### src/dadm_regs.vh
`ifndef DADM_REGS_VH
`define DADM_REGS_VH

// Addressing mode codes (one-hot)
`define DADM_MODE_W          4
`define DADM_MODE_DIDX       4'h1
`define DADM_MODE_DIR_IMM    4'h2
`define DADM_MODE_DIDX_IMM   4'h4
`define DADM_MODE_DIR_DIR    4'h8

// Operation codes
`define DADM_OP_W            3
`define DADM_OP_MOV          3'h0
`define DADM_OP_ADD          3'h1
`define DADM_OP_SUB          3'h2
`define DADM_OP_AND          3'h3
`define DADM_OP_OR           3'h4
`define DADM_OP_XOR          3'h5

// Instruction lengths in bytes
`define DADM_LEN_DIDX        2'h2
`define DADM_LEN_IMM         2'h3
`define DADM_LEN_MEM2MEM     2'h3

`endif

### src/dadm_decode.v
`timescale 1ns/1ps
`include "dadm_regs.vh"

// Overview of operation
// - Destination indexed mode writes to operand 1 plus the index register, in RAM or register space.
// - Destination indexed mode takes the accumulator as source and, for arithmetic, the destination byte as second source.
// - Destination indexed instructions are two bytes long for program counter advance.
// - Direct destination with immediate source uses operand 1 as address, operand 2 as value, destination byte as second source.
// - Both immediate-source destination modes are three bytes long.
// - Indexed destination with immediate source addresses operand 1 plus index, in RAM or register space.
// - The memory-to-memory mode is accepted only with the move operation.
// - Memory-to-memory move reads RAM at operand 2 and writes RAM at operand 1, never register space.
// - A memory-to-memory move is three bytes long.
module dadm_decode #(
  parameter DW = 8
) (
  // Clock, reset, enable
  input  wire          clk_sys,
  input  wire          rst,
  input  wire          ce,
  // Instruction in
  input  wire          instr_valid,
  input  wire [3:0]    mode,
  input  wire [2:0]    op,
  input  wire          reg_space,
  input  wire [DW-1:0] operand1,
  input  wire [DW-1:0] operand2,
  // Core state
  input  wire [DW-1:0] acc,
  input  wire [DW-1:0] idx,
  // Memory read (combinational address, data same cycle)
  output reg  [DW-1:0] rd_addr,
  output reg           rd_reg_space,
  output wire          rd_en,
  input  wire [DW-1:0] rd_data,
  // Result write
  output reg           wr_en,
  output reg           wr_reg_space,
  output reg  [DW-1:0] wr_addr,
  output reg  [DW-1:0] wr_data,
  // Decode status
  output reg  [1:0]    instr_len,
  output reg           len_valid,
  output reg           illegal
);

  reg [DW-1:0] dst_addr;
  reg [DW-1:0] src_val;
  reg [DW-1:0] result;
  reg [1:0]    len_next;
  reg          dst_reg;
  reg          needs_dst;
  reg          bad;

  // Full-width sums, cut to DW on purpose so indexed addresses wrap
  wire [DW:0]  idx_sum  = {1'b0, operand1} + {1'b0, idx};
  wire [DW:0]  add_sum  = {1'b0, rd_data} + {1'b0, src_val};
  wire [DW:0]  sub_diff = {1'b0, rd_data} - {1'b0, src_val};

  always @* begin
    dst_addr  = operand1;
    src_val   = acc;
    dst_reg   = reg_space;
    needs_dst = (op != `DADM_OP_MOV);
    len_next  = `DADM_LEN_DIDX;
    bad       = 1'b0;
    case (mode)
      `DADM_MODE_DIDX: begin
        dst_addr = idx_sum[DW-1:0];
        src_val  = acc;
        len_next = `DADM_LEN_DIDX;
      end
      `DADM_MODE_DIR_IMM: begin
        dst_addr = operand1;
        src_val  = operand2;
        len_next = `DADM_LEN_IMM;
      end
      `DADM_MODE_DIDX_IMM: begin
        dst_addr = idx_sum[DW-1:0];
        src_val  = operand2;
        len_next = `DADM_LEN_IMM;
      end
      `DADM_MODE_DIR_DIR: begin
        dst_addr  = operand1;
        src_val   = rd_data;
        dst_reg   = 1'b0;
        needs_dst = 1'b0;
        len_next  = `DADM_LEN_MEM2MEM;
        bad       = (op != `DADM_OP_MOV);
      end
      default: begin
        bad = 1'b1;
      end
    endcase
  end

  // Read port: destination for arithmetic, or source for memory move
  always @* begin
    if (mode == `DADM_MODE_DIR_DIR) begin
      rd_addr      = operand2;
      rd_reg_space = 1'b0;
    end else begin
      rd_addr      = dst_addr;
      rd_reg_space = dst_reg;
    end
  end

  assign rd_en = instr_valid & ~bad & (needs_dst | (mode == `DADM_MODE_DIR_DIR));

  always @* begin
    case (op)
      `DADM_OP_MOV: result = src_val;
      `DADM_OP_ADD: result = add_sum[DW-1:0];
      `DADM_OP_SUB: result = sub_diff[DW-1:0];
      `DADM_OP_AND: result = rd_data & src_val;
      `DADM_OP_OR:  result = rd_data | src_val;
      `DADM_OP_XOR: result = rd_data ^ src_val;
      default:      result = src_val;
    endcase
  end

  // Accumulator is never written here; only memory destinations
  always @(posedge clk_sys or posedge rst) begin
    if (rst) begin
      wr_en        <= 1'b0;
      wr_reg_space <= 1'b0;
      wr_addr      <= {DW{1'b0}};
      wr_data      <= {DW{1'b0}};
      instr_len    <= 2'h0;
      len_valid    <= 1'b0;
      illegal      <= 1'b0;
    end else if (ce) begin
      wr_en     <= instr_valid & ~bad;
      len_valid <= instr_valid;
      illegal   <= instr_valid & bad;
      if (instr_valid) begin
        wr_reg_space <= dst_reg;
        wr_addr      <= dst_addr;
        wr_data      <= result;
        instr_len    <= len_next;
      end
    end
  end

endmodule

### config.mk
export PLATFORM = sky130hd
export DESIGN_NAME = dadm_decode
export DESIGN_NICKNAME = d
export VERILOG_FILES = /design/src/dadm_decode.v
export VERILOG_INCLUDE_DIRS = /design/src
export SDC_FILE = /design/constraint.sdc
export NUM_CORES = 1
export LEC_CHECK = 0
export BUFFER_PORTS_ARGS = -buffer_cell sky130_fd_sc_hd__buf_2
export CAP_MARGIN = 20
export CORE_AREA = 2 2 80 82
export DETAILED_ROUTE_END_ITERATION = 8
export DIE_AREA = 0 0 82 84
export PLACE_DENSITY = 0.7
export SLEW_MARGIN = 5
export SYNTH_ARGS = -nofsm -noshare
export SYNTH_HDL_FRONTEND = slang
export SYNTH_SLANG_ARGS = --single-unit
### constraint.sdc
create_clock -name clk_sys -period 3.1 [get_ports clk_sys]
set_clock_uncertainty 0.05 [all_clocks]
set_input_delay 0.31 -clock clk_sys [delete_from_list [all_inputs] [get_ports clk_sys]]
set_output_delay 0.31 -clock clk_sys [all_outputs]
set_load 0.01 [all_outputs]
# ---- After elaboration in Yosys (flattened, before gate mapping)
# Cells that the tools add are included.
dict set report op_classes {
  n_addsub 3
  n_eq_ne 9
  n_mux 9
  bitwise_logic 8
  n_reduce_logical 6
}
# operator count
set ops {}
lappend ops {{$pmux 8 s5} 1}
lappend ops {{$add 8x8->8} 2}
lappend ops {{$mux 8} 2}
lappend ops {{$pmux 8 s2} 1}
lappend ops {{$and 8x8->8} 1}
lappend ops {{$or 8x8->8} 1}
lappend ops {{$sub 8x8->8} 1}
lappend ops {{$xor 8x8->8} 1}
lappend ops {{$eq 3x2->1 const B} 2}
lappend ops {{$eq 3x3->1 const B} 2}
lappend ops {{$reduce_or 3->1} 2}
lappend ops {{$eq 4x1->1 const B} 1}
lappend ops {{$eq 4x2->1 const B} 1}
lappend ops {{$eq 4x3->1 const B} 1}
lappend ops {{$eq 4x4->1 const B} 1}
lappend ops {{$mux 1} 4}
lappend ops {{$reduce_or 2->1} 2}
lappend ops {{$and 1x1->1} 3}
lappend ops {{$eq 3x1->1 const B} 1}
lappend ops {{$reduce_bool 3->1} 1}
lappend ops {{$pmux 1 s2} 1}
lappend ops {{$reduce_and 2->1} 1}
lappend ops {{$not 1->1} 1}
lappend ops {{$or 1x1->1} 1}
dict set report word_totals {
  reg_bits 22
  output_inout_bits 32
  elab_cells 42
}

# ---- Depth between registers and ports, before layout
dict set report depth {
  depth_word 6
  mapped_depth 16
  depth_no_buf 15
}

# ---- Worst setup path before layout
# Ideal clock, no wire load.
dict set report synth_path {
  kind {input -> register}
  start {input mode[1]}
  end {register wr_data[7]}
  setup_ps 92
  arrival_time_ps 3264
  t_required_ps 2958
  path_slack_ps -306
  cell_stages 15
  n_path_buf 1
  cell_sequence {buf_4 > nor4b_4 > a21oi_2 > a221o_1 > a2111oi_2 > nand2_1 > nand2_1 > xnor2_1 > ha_1 > o21ai_0 > a21oi_1 > o41ai_1 > xnor2_2 > xnor2_1 > o31ai_2}
}
dict set report synth_via {
  elab_chain_len 5
  elab_cells_between_ends 11
  cone_classes {add/sub: 2; eq/ne: 3; mux: 2; bitwise: 3; reduce/logical: 1}
}
# element line
set synth_rtl {}
lappend synth_rtl {{start, declared} dadm_decode.v:23} ;# input wire [3:0] mode,
lappend synth_rtl {{$eq 4x3->1 / $eq 4x2->1 (equally long branches)} dadm_decode.v:67} ;# case (mode)
lappend synth_rtl {{$reduce_or 2->1 (no line)} --}
lappend synth_rtl {{$pmux 8 s2 (*)} dadm_decode.v:67}
lappend synth_rtl {{$sub 8x8->8 (tied with other cells)} dadm_decode.v:58} ;# wire [DW:0] sub_diff = {1'b0, rd_data} - {1'b0, src_val};
lappend synth_rtl {{$pmux 8 s5 (*)} dadm_decode.v:111} ;# case (op)
lappend synth_rtl {{end signal, assigned} dadm_decode.v:128} ;# wr_data <= {DW{1'b0}};
lappend synth_rtl {{end signal, assigned} dadm_decode.v:139} ;# wr_data <= result;
lappend synth_rtl {{end, declared} dadm_decode.v:40} ;# output reg [DW-1:0] wr_data,
# Every way passes the cells marked *; elsewhere a longest branch is shown, timed or not.
# A chain may end at the register's enable or synchronous reset.

# ---- Worst setup path in the final report
dict set report layout_path {
  start {input mode[3]}
  end {register wr_data[7]}
}
# Same word-level chain as after synthesis.

==> out/results.txt <==
In this run, the number of DRC markers left after iteration 0 of detailed routing was 220. Worst endpoint required time: 3.22 ns. The area growth from synthesis to layout is 38.55%.

The run gives 0.8880 as the routability-driven placement congestion ratio. Setup repair after global routing could not meet its margin everywhere. STA classifies the critical path startpoint as an input port. Summing all flip-flop and latch instances after layout gives 550.5 um^2. The remaining antenna violation count was 0; the number of maximum-capacitance constraint violations was 0. Area used by multi-input combinational logic: 1982 um^2.

The summed area of non-filler cells in the final layout is 3642 um^2. The area share of the leading cell type in the synthesized netlist is 0.2094, and the total number of yosys warnings is 0. Endpoint kind of the worst setup timing path: a register.

The cell area after placement is 3427 um^2. The tools report the max-slew violation count as 0. The clock edge transition at the registers on the reported setup and hold paths works out to 0.08 ns. The average via count per standard cell was 5.353; the buffer depth of the longest clock path was 2.

The initial antenna violation count is 0, and the arrival time at the worst endpoint is 3.16 ns. Counting the fill cells in the layout gives 574. The HPWL after detailed placement is 6275 um. Areal power density over the cells: 349.3 nW/um^2. The run gives 84 as the number of top-level pins. After detailed routing, the average wire length per cell comes to 14.31 um. The global-route wire length before repair was 12560 um.

The logs give 29 for the number of cell rows and 0 for the sum of overflow across all layers after global routing. The number of iterations in the first detailed-routing pass was 5; the fraction of layout instances using a drive strength above 1 was 0.3536. For this run, design rule violations remaining after detail routing come to 0. The path class of the tightest hold or removal check is input port to async pin. The worst slew slack as a fraction of its limit is 0.4610, and the total die area is 6888 um^2.

Counting flops with a built-in enable in the synthesized netlist gives 0. The overall power consumption came out at 1272 uW. Critical path start-end classification: input port to register. The die height was 84 um.

Setup violations remaining at the end of the flow were counted as 0. For the placeable core area, the log shows 6096 um^2. The fraction of registers with async set or reset after synthesis is 1.000, and the pin count of the biggest net entering global routing is 26.

The sequential share of the synthesized area was 0.2094; the number of clock sinks was 22. The mapped netlist covers 2629 um^2. The most used flip-flop cell after synthesis is dfrtp_1.

For this run, the top clock speed supported by timing is 0.3288 GHz. The die is 82 um wide. The total routing resource utilization after global routing was 0.2264.

In this run the clock root is driven by a clkbuf_8. The number of nets produced by synthesis is 422. The library cells used most frequently in the layout, excluding fill and tap cells, are buf_2 (81), buf_4 (53), nand2_1 (34).

The net total in the final layout was 544; the end-of-flow core utilization was 0.5975. Number of global-route vias before repair: 2725. Leaving out fill and tap cells, the most frequent cell in the layout is buf_2.

TritonCTS built the clock tree. After synthesis, the mean cell area works out to 7.732 um^2. The tools report the depth of the CTS H-tree as 1. Counting flops and latches in the post-synthesis netlist gives 22. The number of hold buffers added after cts came out at 0. The synthesized design spends more area on one cell type than any other, namely dfrtp_1. The flow ran to the end, and the final reports show no timing, DRC or antenna violations. By area the synthesized netlist is led by dfrtp_1 (21%), ha_1 (13%), o21ai_0 (6.3%).

The routed design could run at a clock period as short as 3.041 ns. The synthesized netlist contains 53 unique library cells. The logs give 0.4312 for the initial core utilization and 340 for the count of mapped cells out of synthesis. The routed design has 7701 um of wire.

The quantity of I/O buffers inserted on ports is 83, and the static leakage is 0.001852 uW. The number of clock buffers inserted by TritonCTS is 3, and the measured slew at the worst slew-check pin is 0.8076 ns. For the worst-skew pair, the clock arrives at the later sink with an insertion delay of 0.26 ns. Of all nets on the critical path, the largest fanout is 8. The routed layout has 2880 vias.

For the hold violation count in the final report, the log shows 0. The highest ir drop seen on vdd was 0.2264 mV. For the number of diodes added for antenna fixing, the log shows 0.

The final worst-path cycle share was 0.9811.
## cells in the mapped netlist (4+ instances only)
cell	number
a21o_1	6
a21oi_1	29
a222oi_1	8
and2_1	5
clkbuf_1	15
dfrtp_1	22
ha_1	28
inv_1	30
nand2_1	34
nand2b_1	7
nor2_1	25
nor2b_1	10
nor3_1	7
o211ai_1	4
o21ai_0	33
xnor2_1	14
xor2_1	4
## worst paths after layout
kind                       cells past startpoint            to          from  slack, ns
min                                            2  wr_reg_space           rst       0.15
max in group asynchronous                      2    wr_data[0]           rst       2.35
min reg2reg                                    1  instr_len[1]  instr_len[1]       0.41
min in group clk_sys                           2         wr_en            ce       0.24
max reg2reg                                    2    wr_addr[7]    wr_addr[7]       2.28
max                                           16    wr_data[7]       mode[3]       0.06
## area by class of cell
cell class | count | share of cell area
repair buffers | 137 | 0.2322
multi-input cells | 268 | 0.5441
inverters | 30 | 0.03092
well taps | 77 | 0.02645
flip-flops and latches | 22 | 0.1512
clock buffers | 4 | 0.01512
## registers in the layout (all words and copies together) (netlist names)
name / count
wr_addr: 8
wr_data: 8
instr_len: 2
illegal: 1
len_valid: 1
wr_en: 1
wr_reg_space: 1
## where the power goes
part | leakage (uW) | total (uW) | switching, uW | internal [uW]
registers | 0.000269 | 351 | 21.0 | 330
logic | 0.00155 | 723 | 368 | 355
clock network | 0.0000288 | 199 | 86.0 | 113
total | 0.00185 | 1270 | 475 | 797
## routing by layer
layer  track usage  wire length (um)
met5             0                 0
met1        0.3155              3455
met3       0.01732               473
met4       0.04545                82
met2        0.3792              3689
## worst max-delay path, stage by stage
cell and delay, ns:
buf_12 0.11, nor4b_4 0.34, a21oi_4 0.05, a221o_1 0.38, buf_6 0.15, a2111oi_4 0.27
nand2_1 0.16, nand2_1 0.12, xnor2_1 0.13, ha_1 0.27, o21ai_1 0.11, a21oi_2 0.08
o41ai_4 0.27, xnor2_2 0.16, xnor2_1 0.09, o31ai_2 0.17
## logic make-up after synthesis
family | synth area share
compound gates | 0.2899
simple gates | 0.1913
buf+inv | 0.07901
fa+ha+maj | 0.1485
flops | 0.2094
xor+xnor | 0.06616
mux | 0.01571
## repair_timing
item | CTS | global route
setup buffers | 1 | 5
gates resized for setup | 5 | 29
endpoints found under the setup margin | 4 | 7
pin swaps | 7 | 10
## metrics by stage
stage	setup slack, ns	hold slack (ns)	TNS (ns)	instances
finish	0.05872	0.1460	0	538
global route	-0.08854	0.2293	-0.1876	538
CTS	-0.007757	0.1787	-0.007757	533
detailed placement	-0.5044	0.4037	-2.043	528
global placement	-0.3241	0.3933	-1.333	528
floorplan	-0.1569	0.2492	-0.3710	340
Note: power is estimated with default switching activity, not from simulation.
